### config.mk
export PLATFORM = sky130hd
export DESIGN_NAME = adcmx_ctrl
export DESIGN_NICKNAME = d
export VERILOG_FILES = /design/src/rtl/adcmx_pkg.sv /design/src/rtl/adcmx_fifo.sv /design/src/rtl/adcmx_ctrl.sv
export SDC_FILE = /design/constraint.sdc
export NUM_CORES = 1
export LEC_CHECK = 0
export BUFFER_PORTS_ARGS = -buffer_cell sky130_fd_sc_hd__buf_4
export CAP_MARGIN = 20
export CORE_UTILIZATION = 50
export CTS_CLUSTER_DIAMETER = 120
export CTS_CLUSTER_SIZE = 24
export DETAILED_ROUTE_END_ITERATION = 8
export PLACE_DENSITY = 0.76
export SYNTH_ARGS = -nofsm -noshare
export SYNTH_HDL_FRONTEND = slang
export SYNTH_SLANG_ARGS = --single-unit
### constraint.sdc
create_clock -name clk_sys_in -period 5 [get_ports clk_sys_in]
set_input_delay 1 -clock clk_sys_in [delete_from_list [all_inputs] [get_ports clk_sys_in]]
set_output_delay 1 -clock clk_sys_in [all_outputs]
set_load 0.01 [all_outputs]
### src/rtl/adcmx_pkg.sv
package adcmx_pkg;

  // ****************************************************************
  // Clock and timing
  // ****************************************************************
  localparam int CLK_PERIOD_PS   = 5000;          // 200 MHz system clock
  localparam int CONV_TYP_NS     = 3200;          // Typical conversion time
  localparam int CONV_MAX_NS     = 3700;          // Longest conversion time
  localparam int ACQ_TYP_NS      = 1680;          // Typical acquisition time
  localparam int RATE_KSPS       = 175;           // Guaranteed throughput
  // Cycle counts: least times round up, longest times round down
  localparam int CONV_CYCLES     = (CONV_TYP_NS * 1000 + CLK_PERIOD_PS - 1) / CLK_PERIOD_PS;
  localparam int CONV_MAX_CYCLES = (CONV_MAX_NS * 1000) / CLK_PERIOD_PS;
  localparam int ACQ_CYCLES      = (ACQ_TYP_NS * 1000 + CLK_PERIOD_PS - 1) / CLK_PERIOD_PS;
  localparam int SAMPLE_CYCLES   = (1000000000 / RATE_KSPS) / CLK_PERIOD_PS;
  localparam int CONV_CNT_W      = 10;            // Wide enough for CONV_CYCLES

  // ****************************************************************
  // Data path
  // ****************************************************************
  localparam int RESULT_W   = 16;                 // Result word width
  localparam int FIFO_DEPTH = 8;                  // Result buffer depth
  localparam int CFG_W      = 7;                  // Configuration word width

  // ****************************************************************
  // Configuration word fields, first shifted bit is the top one
  // ****************************************************************
  localparam int CFG_SINGLE_DIFF_BIT   = 6;       // single_diff_select
  localparam int CFG_ODD_SIGN_BIT      = 5;       // odd_sign_select
  localparam int CFG_ADDR_HI_BIT       = 4;       // pair_addr_hi
  localparam int CFG_ADDR_LO_BIT       = 3;       // pair_addr_lo
  localparam int CFG_SHARED_MINUS_BIT  = 2;       // shared_minus_select
  localparam int CFG_POLARITY_BIT      = 1;       // polarity_select, 1 = unipolar
  localparam int CFG_SLEEP_BIT         = 0;       // sleep_request
  localparam logic [6:0] CFG_RESET     = 7'h00;   // Pair 0/1 differential, bipolar, awake
  localparam logic [2:0] SHARED_MINUS_CH = 3'h7;  // Channel that serves as common minus
  localparam logic [2:0] CFG_COUNT_FULL  = 3'h7;  // Bits in a whole configuration word

  // ****************************************************************
  // Sequencer states
  // ****************************************************************
  typedef enum logic [1:0] {
    ST_IDLE,                                      // Strobe high, nothing converting
    ST_CONV,                                      // Conversion under way
    ST_NAP,                                       // Done, strobe still high
    ST_FRAME                                      // Strobe low, serial port open
  } adcmx_state_type;

endpackage

### src/rtl/adcmx_fifo.sv
`timescale 1ns/1ps
module adcmx_fifo #(
  parameter int WIDTH = 16,
  parameter int DEPTH = 8
) (
  input  wire logic             clk_sys_in,
  input  wire logic             reset_in,
  input  wire logic             in_valid_in,
  output logic                  in_ready_out,
  input  wire logic [WIDTH-1:0] in_data_in,
  output logic                  out_valid_out,
  input  wire logic             out_ready_in,
  output logic      [WIDTH-1:0] out_data_out
);

  // ****************************************************************
  // Storage and pointers
  // ****************************************************************
  localparam int AW = $clog2(DEPTH);
  logic [WIDTH-1:0] mem [DEPTH];                  // Word storage
  logic [AW-1:0]    wr_ptr;                       // Next slot to write
  logic [AW-1:0]    rd_ptr;                       // Oldest slot
  logic [AW:0]      count;                        // Words held
  logic [WIDTH-1:0] out_word;                     // Registered head word

  wire push = in_valid_in & in_ready_out;
  wire pop  = out_valid_out & out_ready_in;

  // Full and empty come straight from the count register
  assign in_ready_out  = (count != (AW+1)'(DEPTH));
  assign out_valid_out = (count != '0);
  assign out_data_out  = out_word;

  // Pointers and count; a push and a pop together keep the count
  always_ff @(posedge clk_sys_in or posedge reset_in) begin
    if (reset_in) begin
      wr_ptr <= '0;
      rd_ptr <= '0;
      count  <= '0;
    end else begin
      if (push) begin
        wr_ptr <= (wr_ptr == AW'(DEPTH-1)) ? '0 : wr_ptr + 1'b1;
      end
      if (pop) begin
        rd_ptr <= (rd_ptr == AW'(DEPTH-1)) ? '0 : rd_ptr + 1'b1;
      end
      count <= count + (AW+1)'(push) - (AW+1)'(pop);
    end
  end

  // Storage has no reset, which keeps it a plain memory
  always_ff @(posedge clk_sys_in) begin
    if (push) begin
      mem[wr_ptr] <= in_data_in;
    end
  end

  // Head word register; follows the oldest entry, written through when empty
  always_ff @(posedge clk_sys_in or posedge reset_in) begin
    if (reset_in) begin
      out_word <= '0;
    end else if (pop) begin
      out_word <= (count == (AW+1)'(1)) ? in_data_in
                : mem[(rd_ptr == AW'(DEPTH-1)) ? '0 : rd_ptr + 1'b1];
    end else if (push && count == '0) begin
      out_word <= in_data_in;
    end
  end

endmodule

### src/rtl/adcmx_ctrl.sv
`timescale 1ns/1ps
// How it works
// Rising strobe starts a conversion
// Strobe low after conversion opens serial output
// Bipolar setting gives two's complement result
// Unipolar setting gives straight binary result
// Differential pairs by address, odd/sign swaps polarity
// Single-ended channel measured against ground
// Shared minus: channel seven is negative input
// Odd/sign picks odd or even channel group
// Both inputs sampled at one instant
// Conversion typically 3.2 us, at most 3.7
// Host allows about 1.68 us acquisition
// Throughput 175 ksps including acquisition
// Seven-bit configuration word in fixed order
// Strobe edges ignored while converting
// Sleep request bit puts device asleep
// Strobe high after conversion gives nap
// Capture on rising, shift MSB first after falling
// New word applies to the following conversion
module adcmx_ctrl (
  input  wire logic                           clk_sys_in,
  input  wire logic                           reset_in,
  input  wire logic                           frame_convert_strobe_in,
  input  wire logic                           shift_clk_in,
  input  wire logic                           serial_data_in,
  input  wire logic [adcmx_pkg::RESULT_W-1:0] core_code_in,
  output logic                                serial_data_out,
  output logic                                serial_data_oe_out,
  output logic      [2:0]                     pos_channel_out,
  output logic      [2:0]                     neg_channel_out,
  output logic                                neg_ground_out,
  output logic                                sample_track_out,
  output logic                                converting_out,
  output logic                                nap_out,
  output logic                                sleep_out,
  output logic                                buffer_full_out
);
  import adcmx_pkg::*;

  // ****************************************************************
  // Pin synchronisers
  // ****************************************************************
  logic strobe_meta, strobe_sync, strobe_prev;    // Frame/convert strobe
  logic sck_meta,    sck_sync,    sck_prev;       // Shift clock
  logic sdi_meta,    sdi_sync;                    // Serial data in

  // Two sync flops per pin, a third on strobe and shift clock; the edge detectors read only the second and third
  always_ff @(posedge clk_sys_in or posedge reset_in) begin
    if (reset_in) begin
      {strobe_meta, strobe_sync, strobe_prev} <= 3'h7;
      {sck_meta, sck_sync, sck_prev}          <= 3'h0;
      {sdi_meta, sdi_sync}                    <= 2'h0;
    end else begin
      {strobe_meta, strobe_sync, strobe_prev} <= {frame_convert_strobe_in, strobe_meta,
                                                   strobe_sync};
      {sck_meta, sck_sync, sck_prev}          <= {shift_clk_in, sck_meta, sck_sync};
      {sdi_meta, sdi_sync}                    <= {serial_data_in, sdi_meta};
    end
  end

  wire strobe_rise = strobe_sync & ~strobe_prev;
  wire strobe_fall = ~strobe_sync & strobe_prev;
  wire sck_rise    = sck_sync & ~sck_prev;
  wire sck_fall    = ~sck_sync & sck_prev;

  // ****************************************************************
  // Declarations
  // ****************************************************************
  adcmx_state_type          state, next_state;    // Sequencer
  logic [CONV_CNT_W-1:0]    conv_cnt;             // Cycles left in conversion
  logic [CFG_W-1:0]         cfg_shift;            // Word being shifted in
  logic [2:0]               cfg_count;            // Bits captured this frame
  logic [CFG_W-1:0]         cfg_pending;          // Word waiting for next acquisition
  logic                     pending_valid;        // Pending word present
  logic [CFG_W-1:0]         cfg_active;           // Word steering the mux now
  logic [RESULT_W-1:0]      out_shift;            // Result shift register
  logic [2:0]               next_pos, next_neg;   // Decoded mux selection
  logic                     next_gnd;
  logic                     fifo_in_ready;
  logic                     fifo_out_valid;
  logic [RESULT_W-1:0]      fifo_out_data;

  // Converts the raw offset-binary core code to the requested format
  function automatic logic [RESULT_W-1:0] format_code(input logic [RESULT_W-1:0] raw,
                                                       input logic unipolar);
    format_code = unipolar ? raw : {~raw[RESULT_W-1], raw[RESULT_W-2:0]};
  endfunction

  // ****************************************************************
  // Sequencer decode
  // ****************************************************************
  wire cfg_whole   = (cfg_count == CFG_COUNT_FULL);
  wire asleep      = cfg_active[CFG_SLEEP_BIT];
  wire can_start   = strobe_rise & ~asleep & fifo_in_ready;
  wire conv_done   = (state == ST_CONV) && (conv_cnt == '0);
  wire frame_load  = (next_state == ST_FRAME) && (state != ST_FRAME);
  // Strobe already low at conversion end and buffer empty: the fresh result goes straight to the shifter
  wire direct_out  = conv_done & frame_load & ~fifo_out_valid;
  wire fifo_push   = conv_done & ~direct_out;
  wire fifo_pop    = frame_load & fifo_out_valid;
  wire [RESULT_W-1:0] result_word =
         format_code(core_code_in, cfg_active[CFG_POLARITY_BIT]);

  // Next state; edges during a conversion are not looked at
  always_comb begin
    next_state = state;
    case (state)
      ST_IDLE: begin
        if (strobe_fall) begin
          next_state = ST_FRAME;
        end else if (can_start) begin
          next_state = ST_CONV;
        end
      end
      ST_CONV: begin
        if (conv_done) begin
          next_state = strobe_sync ? ST_NAP : ST_FRAME;
        end
      end
      ST_NAP: begin
        if (strobe_fall) begin
          next_state = ST_FRAME;
        end
      end
      ST_FRAME: begin
        if (can_start) begin
          next_state = ST_CONV;
        end else if (strobe_rise) begin
          next_state = ST_IDLE;
        end
      end
      default: next_state = ST_IDLE;
    endcase
  end

  // State and registered status outputs
  always_ff @(posedge clk_sys_in or posedge reset_in) begin
    if (reset_in) begin
      state              <= ST_IDLE;
      converting_out     <= 1'b0;
      nap_out            <= 1'b0;
      sample_track_out   <= 1'b1;
      serial_data_oe_out <= 1'b0;
    end else begin
      state              <= next_state;
      converting_out     <= (next_state == ST_CONV);
      nap_out            <= (next_state == ST_NAP);
      sample_track_out   <= (next_state != ST_CONV);
      serial_data_oe_out <= (next_state == ST_FRAME);
    end
  end

  // Conversion timer; held loaded outside a conversion, counts down to zero
  always_ff @(posedge clk_sys_in or posedge reset_in) begin
    if (reset_in) begin
      conv_cnt <= '0;
    end else if (state != ST_CONV) begin
      conv_cnt <= CONV_CNT_W'(CONV_CYCLES - 1);
    end else if (conv_cnt != '0) begin
      conv_cnt <= conv_cnt - 1'b1;
    end
  end

  // ****************************************************************
  // Configuration word capture
  // ****************************************************************
  // Shift on rising shift clock edges while the frame is low; extra bits are dropped
  always_ff @(posedge clk_sys_in or posedge reset_in) begin
    if (reset_in) begin
      cfg_shift <= CFG_RESET;
      cfg_count <= '0;
    end else if (strobe_fall) begin
      cfg_count <= '0;
    end else if (~strobe_sync && sck_rise && !cfg_whole) begin
      cfg_shift <= {cfg_shift[CFG_W-2:0], sdi_sync};
      cfg_count <= cfg_count + 1'b1;
    end
  end

  // A whole word waits until the conversion started with it has ended; with no start it applies at once
  always_ff @(posedge clk_sys_in or posedge reset_in) begin
    if (reset_in) begin
      cfg_pending   <= CFG_RESET;
      pending_valid <= 1'b0;
      cfg_active    <= CFG_RESET;
    end else if (strobe_rise && state != ST_CONV && cfg_whole) begin
      if (can_start) begin
        cfg_pending   <= cfg_shift;
        pending_valid <= 1'b1;
      end else begin
        cfg_active    <= cfg_shift;
      end
    end else if (conv_done && pending_valid) begin
      cfg_active    <= cfg_pending;
      pending_valid <= 1'b0;
    end
  end

  // ****************************************************************
  // Input multiplexer decode
  // ****************************************************************
  // Address bits with odd/sign at the bottom name the positive channel
  assign next_pos = {cfg_active[CFG_ADDR_HI_BIT], cfg_active[CFG_ADDR_LO_BIT],
                     cfg_active[CFG_ODD_SIGN_BIT]};
  // Shared minus wins, then ground for single-ended, else the pair partner
  assign next_neg = cfg_active[CFG_SHARED_MINUS_BIT] ? SHARED_MINUS_CH
                  : {next_pos[2:1], ~next_pos[0]};
  assign next_gnd = ~cfg_active[CFG_SHARED_MINUS_BIT]
                  & cfg_active[CFG_SINGLE_DIFF_BIT];

  // Mux selection registered so both inputs switch together
  always_ff @(posedge clk_sys_in or posedge reset_in) begin
    if (reset_in) begin
      pos_channel_out <= 3'h0;
      neg_channel_out <= 3'h1;
      neg_ground_out  <= 1'b0;
      sleep_out       <= 1'b0;
      buffer_full_out <= 1'b0;
    end else begin
      pos_channel_out <= next_pos;
      neg_channel_out <= next_neg;
      neg_ground_out  <= next_gnd;
      sleep_out       <= asleep;
      buffer_full_out <= ~fifo_in_ready;
    end
  end

  // ****************************************************************
  // Result buffer and serial output
  // ****************************************************************
  // A full buffer refuses new conversions; the host drains it frame by frame
  adcmx_fifo #(
    .WIDTH (RESULT_W),
    .DEPTH (FIFO_DEPTH)
  ) u_fifo (
    .clk_sys_in    (clk_sys_in),
    .reset_in      (reset_in),
    .in_valid_in   (fifo_push),
    .in_ready_out  (fifo_in_ready),
    .in_data_in    (result_word),
    .out_valid_out (fifo_out_valid),
    .out_ready_in  (fifo_pop),
    .out_data_out  (fifo_out_data)
  );

  // Load at frame open (zeros if nothing buffered and no result just done), shift after falling edges
  always_ff @(posedge clk_sys_in or posedge reset_in) begin
    if (reset_in) begin
      out_shift <= '0;
    end else if (frame_load) begin
      out_shift <= fifo_out_valid ? fifo_out_data : (direct_out ? result_word : '0);
    end else if (state == ST_FRAME && sck_fall) begin
      out_shift <= {out_shift[RESULT_W-2:0], 1'b0};
    end
  end

  assign serial_data_out = out_shift[RESULT_W-1];

  // ****************************************************************
  // Checks
  // ****************************************************************
  a_conv_start: assert property (@(posedge clk_sys_in) disable iff (reset_in)
    (state == ST_IDLE || state == ST_FRAME) && can_start |=> state == ST_CONV)
    else $error("conversion did not start on strobe rise");

  a_frame_open: assert property (@(posedge clk_sys_in) disable iff (reset_in)
    state == ST_NAP && strobe_fall |=> serial_data_oe_out)
    else $error("serial port not enabled after strobe fall");

  a_bipolar_fmt: assert property (@(posedge clk_sys_in) disable iff (reset_in)
    fifo_push && !cfg_active[CFG_POLARITY_BIT] |->
      result_word == {~core_code_in[RESULT_W-1], core_code_in[RESULT_W-2:0]})
    else $error("bipolar result not two's complement");

  a_unipolar_fmt: assert property (@(posedge clk_sys_in) disable iff (reset_in)
    fifo_push && cfg_active[CFG_POLARITY_BIT] |-> result_word == core_code_in)
    else $error("unipolar result not straight binary");

  a_pair_sel: assert property (@(posedge clk_sys_in) disable iff (reset_in)
    !cfg_active[CFG_SHARED_MINUS_BIT] && !cfg_active[CFG_SINGLE_DIFF_BIT] |=>
      !neg_ground_out && (pos_channel_out ^ neg_channel_out) == 3'h1)
    else $error("differential pair selection wrong");

  a_single_gnd: assert property (@(posedge clk_sys_in) disable iff (reset_in)
    $changed(cfg_active) && cfg_active[CFG_SINGLE_DIFF_BIT]
      && !cfg_active[CFG_SHARED_MINUS_BIT] |=> neg_ground_out)
    else $error("single-ended input not against ground");

  a_shared_minus: assert property (@(posedge clk_sys_in) disable iff (reset_in)
    cfg_active[CFG_SHARED_MINUS_BIT] |=> neg_channel_out == 3'h7 && !neg_ground_out)
    else $error("shared minus not on channel seven");

  a_odd_group: assert property (@(posedge clk_sys_in) disable iff (reset_in)
    ##1 pos_channel_out[0] == $past(cfg_active[CFG_ODD_SIGN_BIT]))
    else $error("odd/sign does not pick channel group");

  a_hold_steady: assert property (@(posedge clk_sys_in) disable iff (reset_in)
    $rose(converting_out) |-> !sample_track_out && $fell(sample_track_out))
    else $error("sample and hold not switched with conversion");

  // Cycles of the running conversion; a counter, as the span is too long to unroll
  logic [CONV_CNT_W-1:0] conv_len;
  always_ff @(posedge clk_sys_in or posedge reset_in) begin
    if (reset_in) begin
      conv_len <= '0;
    end else begin
      conv_len <= converting_out ? conv_len + 1'b1 : '0;
    end
  end

  a_conv_time: assert property (@(posedge clk_sys_in) disable iff (reset_in)
    $fell(converting_out) |-> conv_len >= CONV_CNT_W'(CONV_CYCLES)
      && conv_len <= CONV_CNT_W'(CONV_MAX_CYCLES))
    else $error("conversion time out of range");

  a_rate_fits: assert property (@(posedge clk_sys_in) disable iff (reset_in)
    CONV_CYCLES + ACQ_CYCLES <= SAMPLE_CYCLES && CONV_CYCLES <= CONV_MAX_CYCLES)
    else $error("conversion plus acquisition exceeds sample period");

  a_no_restart: assert property (@(posedge clk_sys_in) disable iff (reset_in)
    state == ST_CONV && !conv_done |=> state == ST_CONV && $stable(cfg_active))
    else $error("conversion disturbed while running");

  a_sleep_blocks: assert property (@(posedge clk_sys_in) disable iff (reset_in)
    asleep && state != ST_CONV |=> state != ST_CONV)
    else $error("conversion started while asleep");

  a_nap_entry: assert property (@(posedge clk_sys_in) disable iff (reset_in)
    conv_done && strobe_sync |=> nap_out && !serial_data_oe_out)
    else $error("nap not entered with strobe high");

  a_msb_first: assert property (@(posedge clk_sys_in) disable iff (reset_in)
    state == ST_FRAME && !frame_load && sck_fall |=>
      serial_data_out == $past(out_shift[RESULT_W-2]))
    else $error("serial output not shifted after falling edge");

  a_cfg_defer: assert property (@(posedge clk_sys_in) disable iff (reset_in)
    pending_valid && state == ST_CONV && !conv_done |=> $stable(cfg_active))
    else $error("new word applied before conversion end");

endmodule

# Word level (Yosys, flattened, before mapping)
# Memory sizes are Yosys's and may differ from the RTL's.
# Cells that the tools add are included.
# word_totals
regBits,100
mem_bits_rw,128
input_bits,21
output_inout_bits,14
word_cells,132
mem_count,1
# classes
addsub,6
n_eq_ne,16
n_mux,31
bitwise_logic,25
n_reduce_logical,24
# mem_list
memory,words,word_bits,read_ports,rd_ports_with_merged_regs,write_ports,line_no,source
u_fifo.mem,8,16,1,0,1,adcmx_fifo.sv:20,logic [WIDTH-1:0] mem [DEPTH];
# ops
operator,n
$mux W16,8
$mux W7,3
$mux W10,2
$mux W3,5
$and A1 B1 Y1,13
$mux W2,6
$not A1 Y1,12
$logic_not A10 Y1,1
$reduce_bool A10 Y1,1
$reduce_bool A2 Y1,5
$sub A10 B1 Y10 const B,1
$add A3 B1 Y3 const B,3
$eq A3 B3 Y1 const B,3
$logic_and A1 B1 Y1,9
$eq A2 B2 Y1 const B,4
$pmux W2 S4,1
$reduce_and A2 Y1,4
$mux W1,6
$ne A2 B2 Y1 const B,3
$add A4 B1 Y4,1
$eq A2 B1 Y1 const B,2
$eq A4 B1 Y1 const B,1
$logic_not A4 Y1,1
$ne A2 B1 Y1 const B,2
other kinds (5),5

# Logic depth before layout (Yosys ltp)
# Gate-level depths: netlist (run 1).
# logic_depth
word_depth,17
mapped_depth,13
ltp_nobuf,12

# Hierarchy
# From an unflattened synthesis (run 1), not the netlist that was laid out.
# unflattened
cells_unflattened,733
hier_area_um2,9845.7
# modules_own_cells
mod,n_inst,cells_each,area_each_um2,seq_area_each_um2
adcmx_fifo,1,434,6388.6,4494.3
adcmx_ctrl,1,299,3457.1,1858.0

# Least setup slack after synthesis (run 1)
# No wires, ideal clock.
# synth_path
path_kind,flip-flop to flip-flop
start,register conv_cnt[3]
end,"memory u_fifo.mem[0][0], enable pin"
setup_ps,430
arrival_time_ps,3162
t_required_ps,4570
slack_ps,1407
stages_incl_launch_ff,5
path_buffers,0
synth_period_minus_slack_ps,3593
path_cell_list,dfrtp_1 -> or3_1 -> nor4_4 -> o31ai_1 -> nor4_1
# synth_between
elab_chain_cells,13
# synth_rtl
element,line_no,source
from (decl),adcmx_ctrl.sv:71,logic [CONV_CNT_W-1:0] conv_cnt;
from (signal assigned),adcmx_ctrl.sv:159,conv_cnt <= CONV_CNT_W'(CONV_CYCLES - 1);
from (signal assigned),adcmx_ctrl.sv:161,conv_cnt <= conv_cnt - 1'b1;
$logic_not A10 Y1 *,adcmx_ctrl.sv:96,wire conv_done = (state == ST_CONV) && (conv_cnt == '0);
$logic_and A1 B1 Y1 *,adcmx_ctrl.sv:96,
$mux W2,adcmx_ctrl.sv:117,if (conv_done) begin
$pmux W2 S4,adcmx_ctrl.sv:108,case (state)
$eq A2 B2 Y1,adcmx_ctrl.sv:97,wire frame_load = (next_state == ST_FRAME) && (state != ST_FRAME);
$logic_and A1 B1 Y1,adcmx_ctrl.sv:97,
$and A1 B1 Y1 (2 in series),adcmx_ctrl.sv:99,wire direct_out = conv_done & frame_load & ~fifo_out_valid;
$not A1 Y1,adcmx_ctrl.sv:100,wire fifo_push = conv_done & ~direct_out;
$and A1 B1 Y1 *,adcmx_ctrl.sv:100,
$and A1 B1 Y1 *,adcmx_fifo.sv:26,wire push = in_valid_in & in_ready_out;
$mux W1 *,adcmx_fifo.sv:53,if (push) begin
$mux W1 (implied by the code) *,adcmx_fifo.sv:54,mem[wr_ptr] <= in_data_in;
to (decl),adcmx_fifo.sv:20,
# Mark *: on every way between the ends. The rest lies on a longest branch, timed or not.

# Worst setup path in the final report (run 1)
# layout_path
start,register conv_cnt[5]
end,register u_fifo.count[2]
# layout_between
elab_chain_cells,13
word_cells_on_any_way,15
classes_between,add/sub (2); eq/ne (1); mux (2); bitwise (7); reduce/logical (3)
# layout_rtl
element,line_no,source
$logic_not A10 Y1 *,adcmx_ctrl.sv:96,
$logic_and A1 B1 Y1 *,adcmx_ctrl.sv:96,
$mux W2,adcmx_ctrl.sv:117,
$pmux W2 S4,adcmx_ctrl.sv:108,
$eq A2 B2 Y1,adcmx_ctrl.sv:97,
$logic_and A1 B1 Y1,adcmx_ctrl.sv:97,
$and A1 B1 Y1 (2 in series),adcmx_ctrl.sv:99,
$not A1 Y1,adcmx_ctrl.sv:100,
$and A1 B1 Y1,adcmx_ctrl.sv:100,
$and A1 B1 Y1,adcmx_fifo.sv:26,
$add A4 B1 Y4,adcmx_fifo.sv:47,count <= count + (AW+1)'(push) - (AW+1)'(pop);
$sub A4 B1 Y4 *,adcmx_fifo.sv:47,
to (signal assigned),adcmx_fifo.sv:47,
to (decl),adcmx_fifo.sv:23,logic [AW:0] count;
# Marks and branches as above.
# A chain may end at the register's enable or synchronous reset.

==> results.py, run 1 <==
metrics = {
    "critical_path": {
        "rr_endpoint": "u_fifo.count[2]",
        "critPathLaunchType": "flip-flop",
        "regToRegSetupSlack_ns": 1.43,
        "critPathMaxFanout": 17,
        "crit_start": "conv_cnt[5]",
        "crit_arrival_ns": 3.97,
        "critPathRequiredTime_ns": 5.39,
        "path_class": "flip-flop to flip-flop",
        "reg2reg_from": "conv_cnt[5]",
        "reg2regPathDepth": 10,
        "cp-end-kind": "flip-flop",
        "cp-endpoint": "u_fifo.count[2]",
    },
    "clock_tree": {
        "root_buffer": "clkbuf_16",
        "clockBufferDepth": 3,
        "cts-htree-levels": 1,
        "cts_buffers": 13,
        "cts.sinks": 228,
        "hold_buffers": 0,
        "cts_resized": 0,
        "cts.reportedPaths.clkPinSlew_ns": 0.10,
        "cts_tree": "built",
        "clock_latency_ns": 0.47,
        "postCtsSetupBuffers": 0,
    },
    "finish": {
        "seq_area_um2": 6352,
        "finalNetCount": 708,
        "final_cells": 907,
        "area_delta_synth_final_pct": 9.993,
        "fill_cells": 1443,
        "drive_above_1_share_pct": 21.68,
        "final_common_cell": "edfxtp_1",
        "multi_input_area_um2": 2962,
        "n_antenna_cell": 0,
        "final_util_pct": 57.06,
        "mostFrequentLayoutCells": "edfxtp_1, dfrtp_1, nand2_1",
    },
    "pwr": {
        "seqPwrFrac_pct": 61.3,
        "power_mw": 3.454,
        "p_leak_nw": 3.958,
        "power_density_nw_per_um2": 331.3,
        "swShare_pct": 23.22,
        "p_int_mw": 2.652,
        "combPwrFrac_pct": 7.7,
        "p_clk_share_pct": 31.0,
        "ir_drop_mv": 0.2272,
        "p_switching_mw": 0.8018,
    },
    "place": {
        "portBuffers": 34,
        "placed_cells": 886,
        "gp_congestion": 0.8109,
        "place_hpwl_um": 11730,
    },
    "yosys": {
        "synth_top_family_by_area": "multiplexers",
        "syn_inst": 634,
        "synth_edf_count": 128,
        "synth.ff_latch_count": 228,
        "synth_top_cell_by_area": "edfxtp_1",
        "yosys.area_share.simple_pct": 10.81,
        "synthAdderAreaFrac_pct": 2.059,
        "yosysSeqAreaShare_pct": 67.02,
        "synth_compound_area_share_pct": 5.809,
        "synth_mux_area_share_pct": 11.66,
        "synth_area_um2": 9478,
        "ys_warn_count": 0,
        "yosys-top-cells-area": "edfxtp_1, dfrtp_1, mux4_2",
        "synth_ff_type": "edfxtp_1",
        "synthXorXnorAreaFrac_pct": 0.5545,
        "yosysTopAreaCellShare_pct": 40.55,
        "yosysUniqueCellTypes": 52,
        "synthArstFlopShare_pct": 43.86,
        "syn_nets": 670,
        "syn_avg_cell_area_um2": 14.95,
    },
    "route": {
        "drt_wl_total_um": 18670,
        "routed_via_density": 6.097,
        "ant_nets": 0,
        "drt_iter0_drc": 416,
        "avgRoutedWirePerCell_um": 20.59,
        "drc": 0,
        "vias": 5530,
        "drtPass1Iterations": 5,
    },
    "sta": {
        "max_freq_mhz": 279.8,
        "rsz0062_at_grt": "no",
        "skew_ns": 0.01925,
        "hold_viol_final": 0,
        "finalCritPeriodShare_pct": 71.49,
        "period_needed_ns": 3.575,
        "timing.setup.tns_ns": 0,
        "slew_headroom_pct": 30.04,
        "finalSetupViolations": 0,
        "maxSlewViolCount": 0,
        "tightest_slew_ns": 1.049,
    },
    "global_routing": {
        "overflow": 0,
        "grt_pass1_vias": 5810,
        "grt_use_total_pct": 19.82,
        "antenna_found_initial": 0,
        "grt_max_degree": 57,
        "grt_pass1_wl_um": 30240,
    },
    "die": {
        "die_h_um": 139.7,
        "die_x_um": 139.7,
        "core_um2": 18270,
        "io_pins": 35,
        "initial_core_util_pct": 51.88,
        "rows": 49,
        "die-area_um2": 19510,
    },
    "status": {
        "status": "completed",
    },
    "hold_path": {
        "hold_class": "flip-flop to flip-flop",
        "hold_start": "sdi_meta",
    },
    "job": {
        "max_cap_violations": 0,
    },
}
cell families (layout without fill, tap and decap cells):
family                   Yosys count  after routing
adder cells (fa/ha/maj)           15             15
multiplexers                      69             69
AO/OA/AOI/OAI                     74             74
AND/OR/NAND/NOR                  197            197
buffers and inverters             45             89
flip-flops                       228            228
XOR/XNOR                           6              6
power groups by stage:
stage,registers [mW],clock network (mW),logic (mW)
2_1_floorplan,2.14,0,0.178
3_3_place_gp,2.15,0,0.245
3_5_place_dp,2.15,0,0.262
4_1_cts,2.12,1.10,0.264
5_1_grt,2.13,1.15,0.292
6_report,2.12,1.07,0.265
cells in the mapped netlist, drive strengths merged, types with 2 or more instances:
master / count
a21o: 4
a21oi: 17
a221o: 17
a22o: 16
and2: 4
and3: 4
buf: 15
clkbuf: 14
dfrtp: 95
dfstp: 5
edfxtp: 128
ha: 14
inv: 16
mux2: 11
mux2i: 26
mux4: 32
nand2: 57
nand2b: 8
nand3: 36
nand4: 15
nor2: 26
nor2b: 4
nor3: 10
nor4: 6
o21ai: 10
o31ai: 3
or2: 17
or3: 2
or3b: 2
or4: 2
xnor2: 4
xor2: 2
registers in the layout (all words and copies together) (netlist names), 4 cells and up:
name,flops
u_fifo.count,4
out_shift,16
cfg_active,7
cfg_pending,7
u_fifo.mem,128
u_fifo.out_data_out,16
conv_cnt,10
cfg_shift,7
worst max-delay path: stages, from the launching register on:
cell,delay [ns]
dfrtp_1,0.46
or4_4,0.61
nor4_4,0.28
nor2_1,0.22
nor2_2,0.68
ha_1,0.36
inv_1,0.06
ha_1,0.16
inv_1,0.06
fa_1,0.41
xnor2_1,0.18
cell type report:
cell class / count / area share, %
Sequential cell: 228 / 60.93
Multi-Input combinational cell: 361 / 28.41
Timing Repair Buffer: 52 / 3.781
Clock buffer: 20 / 3.373
Tap cell: 229 / 2.748
Inverter: 16 / 0.6001
Clock inverter: 1 / 0.1560
routing by layer:
layer / track usage (%) / vias to the layer above / share of wire (%)
met5: 0 / - / 0
met4: 5.899 / 0 / 2.9
met3: 2.959 / 38 / 4.8
met2: 34.63 / 166 / 50
met1: 25.68 / 2850 / 42
li1: - / 2476 / -
through the flow:
stage	area, um^2	hold slack (ns)	worst slack (ns)
after floorplan	9478	0.3312	1.390
after CTS	10430	0.3577	1.461
after detailed placement	10060	0.3364	1.479
after global routing	10430	0.3731	1.213
after global placement	10050	0.3330	1.480
final	10430	0.3550	1.425
how the worst min path moves through the flow:
stage               slack, ns           to  cells past startpoint
floorplan                0.33     sck_sync                      0
CTS                      0.36     sdi_sync                      0
global placement         0.33     sdi_sync                      0
finish                   0.36     sdi_sync                      0
detailed placement       0.34     sdi_sync                      0
global route             0.37  strobe_sync                      0
Note: power is estimated with default switching activity, not from simulation.
==> run 2: changes to the inputs <==
- ABC_AREA: unset -> 1
- clock period: 5 -> 3.55 ns (I/O delays scaled with it)
==> results.py, run 2 <==
metrics = {
    "place": {
        "place_hpwl_um": 12400,
        "placed_cells": 1239,
        "portBuffers": 34,
        "gp_congestion": 0.8746,
    },
    "sta": {
        "finalCritPeriodShare_pct": 81.44,
        "timing.setup.tns_ns": 0,
        "rsz0062_at_grt": "no",
        "slew_headroom_pct": 43.65,
        "period_needed_ns": 2.891,
        "finalSetupViolations": 0,
        "max_freq_mhz": 345.9,
        "tightest_slew_ns": 0.8391,
        "hold_viol_final": 0,
        "maxSlewViolCount": 0,
        "skew_ns": 0.02069,
    },
    "clock_tree": {
        "clockBufferDepth": 3,
        "cts_buffers": 13,
        "cts_tree": "built",
        "postCtsSetupBuffers": 0,
        "cts.sinks": 228,
        "hold_buffers": 0,
        "cts_resized": 0,
        "cts-htree-levels": 1,
        "clock_latency_ns": 0.47,
        "cts.reportedPaths.clkPinSlew_ns": 0.10,
        "root_buffer": "clkbuf_16",
    },
    "route": {
        "drt_iter0_drc": 514,
        "drtPass1Iterations": 4,
        "ant_nets": 0,
        "avgRoutedWirePerCell_um": 15.66,
        "drc": 0,
        "vias": 6650,
        "drt_wl_total_um": 19750,
        "routed_via_density": 5.274,
    },
    "global_routing": {
        "grt_pass1_wl_um": 32160,
        "grt_pass1_vias": 6457,
        "grt.met1_usage_pct": 27.17,
        "antenna_found_initial": 0,
        "grt_use_met3_pct": 2.254,
        "overflow": 0,
        "grt.busiest_layer": "met2",
        "met2_usage_pct": 34.88,
        "grt_max_degree": 86,
        "grt_use_total_pct": 20.28,
    },
    "critical_path": {
        "crit_start": "u_fifo.count[2]",
        "path_class": "flip-flop to flip-flop",
        "critPathMaxFanout": 24,
        "critPathLaunchType": "flip-flop",
        "critPathRequiredTime_ns": 3.92,
        "reg2reg_from": "u_fifo.count[2]",
        "cp-end-kind": "flip-flop",
        "crit_arrival_ns": 3.26,
    },
    "die": {
        "rows": 51,
        "die_x_um": 142.5,
        "io_pins": 35,
        "die_h_um": 142.5,
        "initial_core_util_pct": 50.86,
        "die-area_um2": 20300,
        "core_um2": 19400,
    },
    "finish": {
        "final_cells": 1261,
        "drive_above_1_share_pct": 11.24,
        "area_delta_synth_final_pct": 10.13,
        "mostFrequentLayoutCells": "nand2_1, nand3_1, edfxtp_1",
        "n_antenna_cell": 0,
        "largest_reg_flops": 128,
        "final_common_cell": "nand2_1",
        "finalNetCount": 1026,
        "largest_register": "u_fifo.mem",
    },
    "yosys": {
        "yosysMostFrequentCell": "nand2_1",
        "synth_common_cells": "nand2_1, nand3_1, edfxtp_1",
        "synth_compound_area_share_pct": 5.390,
        "syn_inst": 962,
        "synth_mux_area_share_pct": 0,
        "syn_avg_cell_area_um2": 10.26,
        "synth_ff_type": "edfxtp_1",
        "synthArstFlopShare_pct": 43.86,
        "synthXorXnorAreaFrac_pct": 0.5327,
        "synth_top_family_by_area": "simple AND/OR/NAND/NOR gates",
        "yosysTopAreaCellShare_pct": 38.96,
        "synth_area_um2": 9866,
        "synth.ff_latch_count": 228,
        "yosysSeqAreaShare_pct": 64.39,
        "yosys-top-cells-area": "edfxtp_1, dfrtp_1, nand2_1",
        "ys_warn_count": 0,
        "synth_edf_count": 128,
        "synth_top_cell_by_area": "edfxtp_1",
        "yosysUniqueCellTypes": 42,
        "syn_nets": 998,
        "synthAdderAreaFrac_pct": 1.978,
        "yosys.area_share.simple_pct": 22.35,
    },
    "status": {
        "status": "completed",
    },
    "pwr": {
        "p_leak_nw": 4.522,
        "ir_drop_mv": 0.2503,
        "power_density_nw_per_um2": 463.6,
    },
    "hold_path": {
        "hold_class": "primary input to async pin",
    },
    "job": {
        "max_cap_violations": 0,
    },
}
-- run 2: cell types whose count changed after synthesis, moves of 10 or more --
| cell | delta |
|---|---|
| mux2i_1 | -26 |
| nand4_1 | -15 |
| inv_1 | +65 |
| a21oi_1 | -12 |
| o21ai_0 | +26 |
| mux4_2 | -32 |
| nand3_1 | +116 |
| or2_2 | -16 |
| o2bb2ai_1 | +12 |
| a22o_1 | -16 |
| nand2_1 | +241 |
| a221o_1 | -17 |
| clkbuf_1 | +10 |
| mux2_2 | -11 |
-- run 2: layout make-up --
type / count / area (um^2)
clock buffer: 20 / 351.6
clock inverter: 1 / 16.27
fill: 1673 / 8533
inverter: 89 / 336.6
multi-input combinational: 603 / 3032
sequential: 228 / 6352
tap: 265 / 331.6
timing repair buffer: 55 / 445.4
-- run 2: cell families (layout without fill, tap and decap cells) --
kind of cell	Yosys count	after routing
adders and majority gates	15	15
DFF	228	228
buffers and inverters	131	165
xor gates and xnor gates	6	6
AOI/OAI and AO/OA	81	81
and+or+nand+nor	501	501
-- run 2: per-layer routing --
metal | up-vias | part of all wire (%)
met4 | 0 | 1.9
met5 | - | 0
met1 | 3205 | 43
met3 | 27 | 5.3
li1 | 3261 | -
met2 | 157 | 50
-- run 2: metrics by stage --
stage                     util, %  cell area, um^2  worst slack (ns)  power, mW  hold WS [ns]
after floorplan                 -             9866            0.2295      3.404        0.3312
after global placement      53.97            10470            0.7590      3.556        0.3330
after detailed placement    53.97            10470            0.6626      3.570        0.3379
after CTS                   55.87            10840            0.6465      5.066        0.3341
after global routing        56.01            10870            0.4296      5.244        0.2482
final                       56.01            10870            0.6590      5.037        0.2194
-- run 2: final timing paths --
kind | slack, ns | endpoint | cells after the start
worst max-delay path | 0.66 | u_fifo.count[2] | 13
worst min-delay path | 0.22 | out_shift[2] | 2
worst max register to register | 0.66 | u_fifo.count[2] | 13
worst min register to register | 0.36 | sdi_sync | 0
max in group asynchronous | 2.68 | strobe_prev | 3
min in group clk_sys_in | 0.35 | strobe_meta | 1
-- run 2: report_power, final --
| group | switching, mW | internal [mW] | total, mW |
|---|---|---|---|
| Sequential | 0.0391 | 2.86 | 2.90 |
| Combinational | 0.444 | 0.169 | 0.613 |
| Clock | 0.822 | 0.699 | 1.52 |
| Total | 1.30 | 3.73 | 5.04 |
-- run 2: critical path, cell delays in order (launching register included) --
cell	delay, ns
dfrtp_1	0.37
inv_1	0.10
ha_1	0.17
nand2_2	0.14
nor2_2	0.21
clkinv_1	0.27
nand2_4	0.33
inv_1	0.08
ha_1	0.30
inv_1	0.07
ha_1	0.16
inv_1	0.06
fa_1	0.40
xnor2_1	0.13
==> run 3: changes to the inputs <==
- clock period: 3.55 -> 3 ns (I/O delays scaled with it)
==> results.py, run 3 (synthesized netlist as in run 2, its figures left out) <==
metrics = {
    "die": {
        "die-area_um2": 20300,
        "io_pins": 35,
        "core_um2": 19400,
        "die_h_um": 142.5,
        "initial_core_util_pct": 50.86,
        "rows": 51,
        "die_x_um": 142.5,
    },
    "sta": {
        "maxSlewViolCount": 0,
        "hold_viol_final": 0,
        "finalCritPeriodShare_pct": 86.72,
        "max_freq_mhz": 384.4,
        "finalSetupViolations": 0,
        "tightest_slew_ns": 0.7741,
        "skew_ns": 0.02181,
        "period_needed_ns": 2.602,
        "slew_headroom_pct": 48.02,
        "rsz0062_at_grt": "no",
        "whs_ns": 0.2034,
    },
    "finish": {
        "largest_register": "u_fifo.mem",
        "area_delta_synth_final_pct": 10.30,
        "finalNetCount": 1029,
        "final_util_pct": 56.10,
        "largest_reg_flops": 128,
        "multi_input_area_um2": 3032,
        "mostFrequentLayoutCells": "nand2_1, nand3_1, edfxtp_1",
        "drive_above_1_share_pct": 11.51,
        "final_cells": 1264,
        "seq_area_um2": 6352,
        "final_common_cell": "nand2_1",
        "n_antenna_cell": 0,
        "fill_cells": 1625,
    },
    "route": {
        "ant_nets": 0,
        "wl_met3_um": 909,
        "avgRoutedWirePerCell_um": 15.56,
        "routed_via_density": 5.327,
        "drt-met1-wl_um": 8686,
        "drc": 0,
        "vias": 6733,
        "drt_iter0_drc": 545,
        "met2WireLength_um": 9723,
        "top_layer_used": "met4",
        "drtPass1Iterations": 5,
        "drt_wl_total_um": 19670,
    },
    "status": {
        "status": "completed",
    },
    "job": {
        "max_cap_violations": 0,
    },
    "pwr": {
        "combPwrFrac_pct": 12.3,
        "p_int_mw": 4.416,
        "swShare_pct": 25.69,
        "p_leak_nw": 4.526,
        "p_switching_mw": 1.527,
        "ir_drop_mv": 0.2883,
        "p_clk_share_pct": 29.9,
        "power_mw": 5.943,
        "power_density_nw_per_um2": 546.2,
        "seqPwrFrac_pct": 57.8,
    },
    "clock_tree": {
        "cts_resized": 0,
        "cts-htree-levels": 1,
        "postCtsSetupBuffers": 0,
        "cts.sinks": 228,
        "hold_buffers": 0,
        "cts.reportedPaths.clkPinSlew_ns": 0.10,
        "cts_buffers": 13,
        "cts_tree": "built",
        "root_buffer": "clkbuf_16",
        "clockBufferDepth": 3,
        "clock_latency_ns": 0.47,
    },
    "global_routing": {
        "grt_max_degree": 65,
        "overflow": 0,
        "grt_use_total_pct": 20.38,
        "grt_pass1_vias": 6615,
        "grt_pass1_wl_um": 32420,
        "antenna_found_initial": 0,
    },
    "critical_path": {
        "critPathLaunchType": "flip-flop",
        "cp-end-kind": "flip-flop",
        "crit_arrival_ns": 2.98,
        "critPathMaxFanout": 6,
        "critPathRequiredTime_ns": 3.38,
        "reg2reg_from": "conv_cnt[0]",
        "reg2regPathDepth": 16,
        "cp-endpoint": "u_fifo.count[1]",
        "crit_start": "conv_cnt[0]",
        "path_class": "flip-flop to flip-flop",
        "rr_endpoint": "u_fifo.count[1]",
        "regToRegSetupSlack_ns": 0.40,
    },
    "place": {
        "portBuffers": 34,
        "place_hpwl_um": 12190,
        "placed_cells": 1243,
        "gp_congestion": 0.8867,
    },
    "hold_path": {
        "hold_class": "primary input to async pin",
    },
}
[run 3: power groups by stage]
stage | registers (mW) | clock network (mW) | logic (mW)
after global routing | 3.44 | 1.91 | 0.812
after floorplan | 3.51 | 0 | 0.522
after CTS | 3.44 | 1.82 | 0.733
after global placement | 3.50 | 0 | 0.721
after detailed placement | 3.50 | 0 | 0.732
final | 3.44 | 1.78 | 0.729
[run 3: metrics by stage]
| stage | setup slack [ns] | TNS [ns] | instance area, um^2 |
|---|---|---|---|
| after global routing | 0.1986 | 0 | 10880 |
| after global placement | 0.4373 | 0 | 10510 |
| after floorplan | -0.02830 | -3.621 | 9869 |
| after CTS | 0.3749 | 0 | 10880 |
| after detailed placement | 0.3796 | 0 | 10510 |
| final | 0.3985 | 0 | 10880 |
[run 3: cell type report]
cell class                      count  share of cell area [%]
Clock inverter                      1                  0.1495
Timing Repair Buffer               58                   4.231
Inverter                           89                   3.105
Tap cell                          265                   3.047
Sequential cell                   228                   58.38
Clock buffer                       20                   3.231
Multi-Input combinational cell    603                   27.86
[run 3: layer usage]
metal / track usage, % / vias to the layer above
met5: 0 / -
met4: 5.886 / 0
met3: 2.288 / 30
met2: 35.22 / 160
met1: 27.22 / 3266
li1: - / 3277
[run 3: worst min-delay path by stage]
stage	start	to	slack (ns)	cells after the start
final	reset_in	neg_channel_out[2]	0.20	3
after global routing	reset_in	neg_channel_out[2]	0.21	3
after CTS	reset_in	neg_channel_out[2]	0.20	3
after detailed placement	sdi_meta	sdi_sync	0.34	0
after global placement	sdi_meta	sdi_sync	0.33	0
after floorplan	sck_meta	sck_sync	0.33	0
[run 3: critical path: stages, from the launching register on]
cell and delay [ns]:
dfrtp_1 0.36, inv_1 0.14, ha_1 0.16, nand2_1 0.08, nor2_4 0.12, nand2_4 0.08, a21oi_4 0.19, nand3_2 0.13
nor2_4 0.12, nand2_4 0.05, inv_1 0.05, ha_1 0.23, inv_1 0.06, ha_1 0.15, inv_1 0.06, fa_1 0.50
inv_1 0.04
